===== src/qdec_params.svh =====
`ifndef QDEC_PARAMS_SVH
`define QDEC_PARAMS_SVH
// ****************************************
// Register byte offsets
// ****************************************
`define OFS_ENC_CTRL 8'h00
`define OFS_FLT_CTRL 8'h04
`define OFS_POS_CNT 8'h08
`define OFS_MAX_CNT 8'h0C
`define OFS_AUX_CTRL 8'h10
// ****************************************
// Encoder control field positions
// ****************************************
`define ENC_ERR_BIT 15
`define ENC_IDLE_BIT 13
`define ENC_INDEX_BIT 12
`define ENC_DIR_BIT 11
`define ENC_MODE_HI 10
`define ENC_MODE_LO 8
`define ENC_SWAP_BIT 7
`define ENC_DIROE_BIT 6
`define ENC_GATE_BIT 5
`define ENC_PS_HI 4
`define ENC_PS_LO 3
`define ENC_IDXRST_BIT 2
`define ENC_TCS_BIT 1
`define ENC_DSRC_BIT 0
// ****************************************
// Filter control field positions
// ****************************************
`define FLT_IMV_HI 10
`define FLT_IMV_LO 9
`define FLT_COUNT_ERROR_IRQ_DISABLE_BIT 8
`define FLT_OUT_BIT 7
`define FLT_CK_HI 6
`define FLT_CK_LO 4
// ****************************************
// Reset values and writable masks
// ****************************************
`define ENC_CTRL_RST 16'h0000
`define FLT_CTRL_RST 16'h0000
`define MAX_CNT_RST 16'hFFFF
`define ENC_WR_MASK 16'hA7FF
`define FLT_WR_MASK 16'h07F0
// ****************************************
// Timing counts
// ****************************************
`define FLT_STABLE_SAMPLES 3
`endif


===== src/qdec_pkg.sv =====
`default_nettype none
package qdec_pkg;
  // Mode select codes
  typedef enum logic [2:0] {
    MODE_OFF = 3'h0, MODE_TIMER = 3'h1, MODE_UNUSED2 = 3'h2, MODE_UNUSED3 = 3'h3,
    MODE_X2_IDX = 3'h4, MODE_X2_MATCH = 3'h5, MODE_X4_IDX = 3'h6, MODE_X4_MATCH = 3'h7
  } decode_mode_t;
  // Encoder pins as one bundle
  typedef struct packed {
    logic idx;
    logic b;
    logic a;
  } enc_pins_t;
  // Bus slave response state
  typedef enum logic [1:0] {
    BUS_IDLE,
    BUS_RESP
  } bus_state_t;
endpackage
`default_nettype wire


===== src/noise_filter.sv =====
`include "qdec_params.svh"
`default_nettype none
// ****************************************
// One-input digital noise filter
// ****************************************
module noise_filter
(
  // Clock and reset
  input wire logic clk_i,
  input wire logic srst_i,
  input wire logic ce_i,
  // Sample strobe and data
  input wire logic sample_i,
  input wire logic din_i,
  output logic dout_o
);
  logic [1:0] cnt_reg;
  logic out_reg;
  wire differs = (din_i != out_reg);
  // Accept level only after it holds for several samples
  always_ff @(posedge clk_i)
  begin
    if (srst_i)
    begin
      cnt_reg <= 2'h0;
      out_reg <= 1'b0;
    end
    else if (ce_i && sample_i)
    begin
      if (!differs)
        cnt_reg <= 2'h0;
      else if (cnt_reg == 2'(`FLT_STABLE_SAMPLES - 1))
      begin
        cnt_reg <= 2'h0;
        out_reg <= din_i;
      end
      else
        cnt_reg <= cnt_reg + 2'h1;
    end
  end
  assign dout_o = out_reg;
endmodule
`default_nettype wire


===== src/quadrature_position_decoder.sv =====
// What this block does
// - Modes 111/110/101/100 select x4/x2 decoding
// - 001 timer, 010/011 disabled, 000 off
// - 16-bit position count up or down
// - Count error flag only in index modes
// - Error interrupt masked by disable bit
// - Halt in idle when bit set
// - Status bit mirrors index pin level
// - Direction read-only in 1xx, writable in 001
// - Swap phases before decoding when set
// - Drive direction pin when enabled
// - Gate input enables timer accumulation
// - Prescale 1/8/64/256, timer mode only
// - Index resets count in index modes
// - Timer clock: phase A rise or cycles
// - Timer direction from phase B or bit
// - x4 index match on both phases
// - x2 index match on chosen phase
// - Filter enable routes inputs through filters
// - Filter clock divide 1..256 select
//
// Added by the designer: the AXI4-Lite register port and the register offsets.
`include "qdec_params.svh"
`default_nettype none
module quadrature_position_decoder
  import qdec_pkg::*;
#(
  parameter int CNT_W = 16
)
(
  // Clock, reset, enable
  input wire logic clk_i,
  input wire logic srst_i,
  input wire logic ce_i,
  input wire logic idle_i,
  // Encoder pins
  input wire logic phase_a_input_i,
  input wire logic phase_b_input_i,
  input wire logic index_pulse_input_i,
  input wire logic gate_i,
  // Direction pin
  output logic dir_pin_o,
  output logic dir_pin_oe_o,
  // Count error interrupt
  output logic count_error_irq_o,
  // AXI4-Lite write
  input wire logic [7:0] s_axi_awaddr,
  input wire logic s_axi_awvalid,
  output logic s_axi_awready,
  input wire logic [31:0] s_axi_wdata,
  input wire logic [3:0] s_axi_wstrb,
  input wire logic s_axi_wvalid,
  output logic s_axi_wready,
  output logic [1:0] s_axi_bresp,
  output logic s_axi_bvalid,
  input wire logic s_axi_bready,
  // AXI4-Lite read
  input wire logic [7:0] s_axi_araddr,
  input wire logic s_axi_arvalid,
  output logic s_axi_arready,
  output logic [31:0] s_axi_rdata,
  output logic [1:0] s_axi_rresp,
  output logic s_axi_rvalid,
  input wire logic s_axi_rready
);
  // ****************************************
  // Registers
  // ****************************************
  logic [15:0] enc_ctrl_reg;
  logic [15:0] flt_ctrl_reg;
  logic [CNT_W-1:0] position_count_reg;
  logic [CNT_W-1:0] max_count_limit_reg;
  logic count_error_flag_reg;
  logic count_direction_bit_reg;
  logic [7:0] aw_addr_reg;
  logic aw_have_reg;
  logic [31:0] w_data_reg;
  logic [3:0] w_strb_reg;
  logic w_have_reg;
  logic [31:0] rdata_reg;
  bus_state_t wr_state_reg;
  bus_state_t rd_state_reg;
  logic [1:0] bresp_reg;
  logic [1:0] rresp_reg;
  // ****************************************
  // Field decode
  // ****************************************
  decode_mode_t decode_mode_select;
  assign decode_mode_select = decode_mode_t'(enc_ctrl_reg[`ENC_MODE_HI:`ENC_MODE_LO]);
  wire halt_when_idle = enc_ctrl_reg[`ENC_IDLE_BIT];
  wire phase_swap = enc_ctrl_reg[`ENC_SWAP_BIT];
  wire direction_pin_output_enable = enc_ctrl_reg[`ENC_DIROE_BIT];
  wire gated_accumulation_enable = enc_ctrl_reg[`ENC_GATE_BIT];
  wire [1:0] timer_prescale = enc_ctrl_reg[`ENC_PS_HI:`ENC_PS_LO];
  wire index_reset_enable = enc_ctrl_reg[`ENC_IDXRST_BIT];
  wire timer_clock_source = enc_ctrl_reg[`ENC_TCS_BIT];
  wire direction_source_select = enc_ctrl_reg[`ENC_DSRC_BIT];
  wire [1:0] index_match_value = flt_ctrl_reg[`FLT_IMV_HI:`FLT_IMV_LO];
  wire count_error_irq_disable = flt_ctrl_reg[`FLT_COUNT_ERROR_IRQ_DISABLE_BIT];
  wire filter_output_enable = flt_ctrl_reg[`FLT_OUT_BIT];
  wire [2:0] filter_clock_divide = flt_ctrl_reg[`FLT_CK_HI:`FLT_CK_LO];
  // Mode groups
  wire mode_quad = decode_mode_select[2];
  wire mode_x4 = mode_quad && decode_mode_select[1];
  wire mode_idx = mode_quad && !decode_mode_select[0];
  wire mode_timer = (decode_mode_select == MODE_TIMER);
  // Halt in idle gates all counting state
  wire run = ce_i && !(halt_when_idle && idle_i);
  // ****************************************
  // Pin synchronisers
  // ****************************************
  enc_pins_t pin_meta_reg;
  enc_pins_t pin_sync_reg;
  logic gate_meta_reg;
  logic gate_sync_reg;
  always_ff @(posedge clk_i)
  begin
    if (srst_i)
    begin
      pin_meta_reg <= '0;
      pin_sync_reg <= '0;
      gate_meta_reg <= 1'b0;
      gate_sync_reg <= 1'b0;
    end
    else if (ce_i)
    begin
      pin_meta_reg <= '{idx: index_pulse_input_i, b: phase_b_input_i, a: phase_a_input_i};
      pin_sync_reg <= pin_meta_reg;
      gate_meta_reg <= gate_i;
      gate_sync_reg <= gate_meta_reg;
    end
  end
  // ****************************************
  // Filter clock divider and filters
  // ****************************************
  logic [7:0] fdiv_reg;
  logic [7:0] fdiv_top;
  always_comb
  begin
    case (filter_clock_divide)
      3'h0: fdiv_top = 8'h00;
      3'h1: fdiv_top = 8'h01;
      3'h2: fdiv_top = 8'h03;
      3'h3: fdiv_top = 8'h0F;
      3'h4: fdiv_top = 8'h1F;
      3'h5: fdiv_top = 8'h3F;
      3'h6: fdiv_top = 8'h7F;
      default: fdiv_top = 8'hFF;
    endcase
  end
  wire fsample = (fdiv_reg >= fdiv_top);
  always_ff @(posedge clk_i)
  begin
    if (srst_i)
      fdiv_reg <= 8'h00;
    else if (ce_i)
      fdiv_reg <= fsample ? 8'h00 : fdiv_reg + 8'h01;
  end
  enc_pins_t filt;
  genvar gi;
  generate
    for (gi = 0; gi < 3; gi++)
    begin : g_filt
      noise_filter u_filt (
        .clk_i(clk_i),
        .srst_i(srst_i),
        .ce_i(ce_i),
        .sample_i(fsample),
        .din_i(pin_sync_reg[gi]),
        .dout_o(filt[gi])
      );
    end
  endgenerate
  // Filtered or direct pins, then optional swap
  enc_pins_t pins;
  assign pins = filter_output_enable ? filt : pin_sync_reg;
  wire pa = phase_swap ? pins.b : pins.a;
  wire pb = phase_swap ? pins.a : pins.b;
  // ****************************************
  // Quadrature decode
  // ****************************************
  logic pa_prev_reg;
  logic pb_prev_reg;
  logic idx_prev_reg;
  wire a_chg = pa ^ pa_prev_reg;
  wire b_chg = pb ^ pb_prev_reg;
  wire both_chg = a_chg && b_chg;
  // A leads B when new A differs from old B
  wire a_step_up = pa ^ pb_prev_reg;
  wire b_step_up = ~(pb ^ pa_prev_reg);
  wire q_count = mode_quad && !both_chg && (mode_x4 ? (a_chg || b_chg) : a_chg);
  wire q_up = a_chg ? a_step_up : b_step_up;
  // Index match qualification
  wire idx_rise = pins.idx && !idx_prev_reg;
  wire x4_match = (pb == index_match_value[1]) && (pa == index_match_value[0]);
  wire x2_match = ((index_match_value[1] ? pb : pa) == index_match_value[0]);
  wire idx_ok = idx_rise && (mode_x4 ? x4_match : x2_match);
  wire idx_reset = mode_idx && index_reset_enable && idx_ok;
  wire err_event = mode_idx && both_chg;
  // ****************************************
  // Timer clocking
  // ****************************************
  logic [7:0] pre_reg;
  logic [7:0] pre_top;
  always_comb
  begin
    case (timer_prescale)
      2'h0: pre_top = 8'h00;
      2'h1: pre_top = 8'h07;
      2'h2: pre_top = 8'h3F;
      default: pre_top = 8'hFF;
    endcase
  end
  wire a_rise = pa && !pa_prev_reg;
  wire src_tick = timer_clock_source ? a_rise : 1'b1;
  wire gate_ok = !gated_accumulation_enable || gate_sync_reg;
  wire t_in = mode_timer && src_tick && gate_ok;
  wire t_count = t_in && (pre_reg >= pre_top);
  wire t_up = direction_source_select ? pb : count_direction_bit_reg;
  // ****************************************
  // Position counter
  // ****************************************
  wire do_count = q_count || t_count;
  wire up = mode_quad ? q_up : t_up;
  wire match_mode = mode_quad && decode_mode_select[0];
  logic [CNT_W-1:0] pos_next;
  always_comb
  begin
    pos_next = position_count_reg;
    if (idx_reset)
      pos_next = '0;
    else if (do_count && up)
      pos_next = (match_mode && position_count_reg == max_count_limit_reg) ? '0
                 : position_count_reg + 1'b1;
    else if (do_count)
      pos_next = (match_mode && position_count_reg == '0) ? max_count_limit_reg
                 : position_count_reg - 1'b1;
  end
  // ****************************************
  // AXI4-Lite decode
  // ****************************************
  wire wr_fire = aw_have_reg && w_have_reg && (wr_state_reg == BUS_IDLE);
  wire [15:0] wdat16 = {w_strb_reg[1] ? w_data_reg[15:8] : 8'h00,
                        w_strb_reg[0] ? w_data_reg[7:0] : 8'h00};
  wire [15:0] wlane = {{8{w_strb_reg[1]}}, {8{w_strb_reg[0]}}};
  wire wr_enc = wr_fire && (aw_addr_reg == `OFS_ENC_CTRL);
  wire wr_flt = wr_fire && (aw_addr_reg == `OFS_FLT_CTRL);
  wire wr_pos = wr_fire && (aw_addr_reg == `OFS_POS_CNT);
  wire wr_max = wr_fire && (aw_addr_reg == `OFS_MAX_CNT);
  wire wr_hit = wr_enc || wr_flt || wr_pos || wr_max;
  wire [15:0] enc_wm = wlane & `ENC_WR_MASK;
  wire [15:0] flt_wm = wlane & `FLT_WR_MASK;
  // Readback view of the control word
  wire [15:0] enc_view = {count_error_flag_reg, 1'b0, enc_ctrl_reg[`ENC_IDLE_BIT], pins.idx,
                          count_direction_bit_reg, enc_ctrl_reg[10:0]};
  logic [15:0] rd_mux;
  always_comb
  begin
    case (s_axi_araddr)
      `OFS_ENC_CTRL: rd_mux = enc_view;
      `OFS_FLT_CTRL: rd_mux = flt_ctrl_reg;
      `OFS_POS_CNT: rd_mux = 16'(position_count_reg);
      `OFS_MAX_CNT: rd_mux = 16'(max_count_limit_reg);
      default: rd_mux = 16'h0000;
    endcase
  end
  wire rd_hit = (s_axi_araddr == `OFS_ENC_CTRL) || (s_axi_araddr == `OFS_FLT_CTRL)
                || (s_axi_araddr == `OFS_POS_CNT) || (s_axi_araddr == `OFS_MAX_CNT);
  // ****************************************
  // Decode state registers
  // ****************************************
  always_ff @(posedge clk_i)
  begin
    if (srst_i)
    begin
      pa_prev_reg <= 1'b0;
      pb_prev_reg <= 1'b0;
      idx_prev_reg <= 1'b0;
      pre_reg <= 8'h00;
    end
    else if (run)
    begin
      pa_prev_reg <= pa;
      pb_prev_reg <= pb;
      idx_prev_reg <= pins.idx;
      if (!mode_timer)
        pre_reg <= 8'h00;
      else if (t_in)
        pre_reg <= (pre_reg >= pre_top) ? 8'h00 : pre_reg + 8'h01;
    end
  end
  // ****************************************
  // Control, count and flag registers
  // ****************************************
  always_ff @(posedge clk_i)
  begin
    if (srst_i)
    begin
      enc_ctrl_reg <= `ENC_CTRL_RST;
      flt_ctrl_reg <= `FLT_CTRL_RST;
      max_count_limit_reg <= CNT_W'(`MAX_CNT_RST);
      position_count_reg <= '0;
      count_error_flag_reg <= 1'b0;
      count_direction_bit_reg <= 1'b0;
    end
    else if (ce_i)
    begin
      if (wr_enc)
        enc_ctrl_reg <= (enc_ctrl_reg & ~enc_wm) | (wdat16 & enc_wm);
      if (wr_flt)
        flt_ctrl_reg <= (flt_ctrl_reg & ~flt_wm) | (wdat16 & flt_wm);
      if (wr_max)
        max_count_limit_reg <= CNT_W'(wdat16);
      // Software write to the count loses to none
      if (wr_pos)
        position_count_reg <= CNT_W'(wdat16);
      else if (run)
        position_count_reg <= pos_next;
      // Set wins over a clear in the same cycle
      if (run && err_event)
        count_error_flag_reg <= 1'b1;
      else if (wr_enc && wlane[`ENC_ERR_BIT])
        count_error_flag_reg <= wdat16[`ENC_ERR_BIT];
      if (run && mode_quad && do_count)
        count_direction_bit_reg <= q_up;
      else if (wr_enc && wlane[`ENC_DIR_BIT] && mode_timer)
        count_direction_bit_reg <= wdat16[`ENC_DIR_BIT];
    end
  end
  // ****************************************
  // AXI4-Lite channel registers
  // ****************************************
  always_ff @(posedge clk_i)
  begin
    if (srst_i)
    begin
      aw_have_reg <= 1'b0;
      w_have_reg <= 1'b0;
      aw_addr_reg <= 8'h00;
      w_data_reg <= 32'h0000_0000;
      w_strb_reg <= 4'h0;
      wr_state_reg <= BUS_IDLE;
      bresp_reg <= 2'h0;
      rd_state_reg <= BUS_IDLE;
      rdata_reg <= 32'h0000_0000;
      rresp_reg <= 2'h0;
    end
    else if (ce_i)
    begin
      if (s_axi_awvalid && s_axi_awready)
      begin
        aw_have_reg <= 1'b1;
        aw_addr_reg <= {s_axi_awaddr[7:2], 2'h0};
      end
      if (s_axi_wvalid && s_axi_wready)
      begin
        w_have_reg <= 1'b1;
        w_data_reg <= s_axi_wdata;
        w_strb_reg <= s_axi_wstrb;
      end
      if (wr_fire)
      begin
        aw_have_reg <= 1'b0;
        w_have_reg <= 1'b0;
        wr_state_reg <= BUS_RESP;
        bresp_reg <= wr_hit ? 2'h0 : 2'h2;
      end
      else if (wr_state_reg == BUS_RESP && s_axi_bready)
        wr_state_reg <= BUS_IDLE;
      if (rd_state_reg == BUS_IDLE && s_axi_arvalid)
      begin
        rd_state_reg <= BUS_RESP;
        rdata_reg <= {16'h0000, rd_mux};
        rresp_reg <= rd_hit ? 2'h0 : 2'h2;
      end
      else if (rd_state_reg == BUS_RESP && s_axi_rready)
        rd_state_reg <= BUS_IDLE;
    end
  end
  // ****************************************
  // Outputs
  // ****************************************
  assign s_axi_awready = ce_i && !aw_have_reg && (wr_state_reg == BUS_IDLE);
  assign s_axi_wready = ce_i && !w_have_reg && (wr_state_reg == BUS_IDLE);
  assign s_axi_bvalid = (wr_state_reg == BUS_RESP);
  assign s_axi_bresp = bresp_reg;
  assign s_axi_arready = ce_i && (rd_state_reg == BUS_IDLE);
  assign s_axi_rvalid = (rd_state_reg == BUS_RESP);
  assign s_axi_rdata = rdata_reg;
  assign s_axi_rresp = rresp_reg;
  assign dir_pin_o = count_direction_bit_reg;
  assign dir_pin_oe_o = direction_pin_output_enable;
  assign count_error_irq_o = count_error_flag_reg && !count_error_irq_disable;
endmodule
`default_nettype wire


===== config.mk =====
export PLATFORM = sky130hd
export DESIGN_NAME = quadrature_position_decoder
export DESIGN_NICKNAME = d
export VERILOG_FILES = /design/src/qdec_pkg.sv /design/src/noise_filter.sv /design/src/quadrature_position_decoder.sv
export VERILOG_INCLUDE_DIRS = /design/src
export SDC_FILE = /design/constraint.sdc
export NUM_CORES = 1
export LEC_CHECK = 0
export ABC_AREA = 1
export CORE_MARGIN = 5
export CORE_UTILIZATION = 55
export CTS_CLUSTER_SIZE = 40
export DETAILED_ROUTE_END_ITERATION = 10
export DONT_BUFFER_PORTS = 1
export HOLD_SLACK_MARGIN = 0.03
export PLACE_DENSITY = 0.75
export RECOVER_POWER = 100
export SLEW_MARGIN = 5
export SYNTH_ARGS = -nofsm -noshare
export SYNTH_HDL_FRONTEND = slang
export SYNTH_SLANG_ARGS = --single-unit

===== constraint.sdc =====
create_clock -name clk_i -period 2.6 [get_ports clk_i]
set_input_delay 0.26 -clock clk_i [delete_from_list [all_inputs] [get_ports clk_i]]
set_output_delay 0.26 -clock clk_i [all_outputs]
set_load 0.02 [all_outputs]

==> out/qor.csv <==
metric;value;unit
outcome;completed;
layout_setup_ws;0.219;ns
multi_input_area;4670;µm²
postSynthCellCount;1235;
cts_max_level;4;
coreArea;14500;µm²
synth_seq_cells;135;
yosysUniqueCellTypes;49;
grt_pass1_vias;7366;
place_congestion;0.964;
wirelength;22.6;mm
tightest_slew;1.15;ns
antenna_found_initial;0;
path_buf_inv;4;
cpMostUsedCell;nand2_2;
clk_path_buf_depth;2;
peakVddDrop;436;µV
drc_errors;0;
nets;1325;
port-buffer-count;0;
final_common_cell;nand2_1;
mostFrequentLayoutCells;324 x nand2_1, 186 x nor2_1, 135 x dfxtp_1;
path_class;register to register;
viasPerCell;5.54;
drt-initial-drc-count;664;
first_pass_iters;6;
num_rows;44;
seqPwrFrac;45.8;%
cp-end-kind;register;
ant_nets;0;
cp_cell_sequence;inv_2 -> nand2_2 -> nand3_2 -> nand2_2 -> inv_1 -> ha_1 -> inv_1 -> nand3_2 -> nand2_1 -> inv_2 -> nand2_2 -> nand2_4 -> nand2_4 -> nand2_1 -> nand3_1 -> a21oi_2;
sw_frac_of_total;25.1;%
dp_hpwl;16.6;mm
synth.cell_area;8130;µm²
rsz0062_at_grt;false;
hold_slack;0.0374;ns
synthArstFlopShare;0;%
p_switching;1190;µW
clkPwrFrac;47.5;%
skew;0.00647;ns
hold_depth;2;
postSynthAreaPerCell;6.58;µm²
layout_min_cycle_time;2.38;ns
fin_util;61.5;%
grt_max_degree;40;
power.leakage;0.00395;µW
crit_fanout;17;
path_clk_slew;0.06;ns
num-fill-cells;1389;
gr-total-overflow;0;
slowest_delay;0.46;ns
final-hold-violation-count;0;
crit_slowest_cell;dfxtp_1;
initial_core_util;55.9;%
timing.final.crit_share;91.6;%
synth_edf_count;0;
yosys_warnings;0;
syn_to_final_growth;9.90;%
die_h;132;µm
setup_viol;0;
grt_pass1_wl;36.6;mm
wl_per_cell;15.7;µm
worst_setup_path_start_kind;register;
numCtsBuffers;17;
grtUsageTotal;25.5;%
combPwrFrac;6.7;%
setup-tns-final;0;ns
path_depth;16;
max_slew_margin;23.4;%
cts_tree;built;
p_int;3560;µW
dieArea;17300;µm²
cts-root-buf;clkbuf_16;
hold_class;input port to register;
dp_worst_setup_slack;0.241;ns
antenna_cells;0;
cts_sinks;135;
drive_above_1_share;7.01;%
max_freq;420;MHz
die_x;132;µm
regArea;2700;µm²
slew_violations;0;
cp_data_arrival_time;2.69;ns
worstSkewPairLatency;0.42;ns
required;2.91;ns
power_density;532;nW/µm²
reg2reg_depth;16;
max-cap-violations;0;
critical_path.top_delay_family;simple AND/OR/NAND/NOR gates;
io_pins;109;
vias;7974;
synth_ff_type;dfxtp_1;
ys_seq_area_share;33.2;%
power.total;4750;µW
## cell type report
cell class / count / area share, %
well taps: 184 / 2.58
flip-flops and latches: 135 / 30.3
multi-input cells: 939 / 52.3
inverters: 111 / 4.66
clock inverters: 11 / 1.15
clock buffers: 20 / 5.00
repair buffers: 40 / 4.05
## stage by stage
step	cells	area, µm²
after floorplan	1252	8190
after global placement	1387	8200
after detailed placement	1387	8200
after CTS	1439	8960
after global routing	1440	8930
final	1440	8930
## cell usage after synthesis, types with 3 or more instances
cell,number,area share [%]
buf_1,3,0.14
nand3_1,76,4.7
o21ai_1,4,0.25
clkinv_1,8,0.37
dfxtp_1,135,33
a211oi_1,9,0.83
nand2_1,324,15
a31oi_1,4,0.31
a21oi_1,63,3.9
clkbuf_1,25,1.2
buf_4,20,1.8
xor2_1,36,3.9
nor3b_1,3,0.28
xnor2_1,4,0.43
o2111ai_1,7,0.75
inv_2,5,0.23
ha_1,16,2.5
a21oi_2,18,1.9
nand3b_1,4,0.37
buf_6,4,0.55
nand3_2,7,0.86
nor3_1,12,0.74
o21ai_0,79,4.9
nand2_4,3,0.42
nand4_1,12,0.92
buf_2,15,0.92
nor2_1,186,8.6
o211ai_1,18,1.7
nand2_2,6,0.46
o221ai_1,7,0.75
inv_1,98,4.5
## layer usage
layer	track usage [%]	wire length, µm
met3	5.31	1310
met2	42.2	10900
met4	8.97	356
met1	33.0	10100
met5	0	0
## power by group through the flow
stage,Combinational [µW],Sequential [µW],Clock (µW)
2_1_floorplan,251,2200,0
3_3_place_gp,269,2220,0
3_5_place_dp,275,2220,0
4_1_cts,316,2180,2270
5_1_grt,352,2180,2390
6_report,316,2180,2260
## cells by family (layout without fill, tap and decap cells)
| group | Yosys count | count (layout) | synth area share, % |
|---|---|---|---|
| AND/OR/NAND/NOR | 649 | 649 | 34.2 |
| adder cells (fa/ha/maj) | 16 | 16 | 2.46 |
| AO/OA/AOI/OAI | 216 | 216 | 16.0 |
| flip-flops | 135 | 135 | 33.2 |
| other | 1 | 18 | 0.0461 |
| XOR/XNOR | 40 | 40 | 4.31 |
| buffers and inverters | 178 | 182 | 9.74 |
## final timing paths
path	startpoint	to	slack, ns
worst min-delay path	s_axi_wdata[15]	w_data_reg[15]	0.04
worst min register to register	idx_prev_reg	idx_prev_reg	0.46
worst max-delay path	register	position_count_reg[8]	0.22
worst max register to register	register	position_count_reg[8]	0.22
## worst reg2reg max path, stage by stage, from the launching register on
cell and delay, ns:
dfxtp_1 0.46, inv_2 0.09, nand2_2 0.10, nand3_2 0.10
nand2_2 0.13, inv_1 0.05, ha_1 0.32, inv_1 0.09
nand3_2 0.08, nand2_1 0.07, inv_2 0.04, nand2_2 0.09
nand2_4 0.16, nand2_4 0.24, nand2_1 0.08, nand3_1 0.10
a21oi_2 0.06
## what timing repair did
| item | CTS | global route |
|---|---|---|
| setup endpoints to repair | 0 | 16 |
| endpoints found under the hold margin | 59 | 0 |
| setup buffers | 0 | 1 |
| resized for setup | 0 | 0 |
| hold buffers | 21 | 0 |
Power figures use the tool's default switching activity.
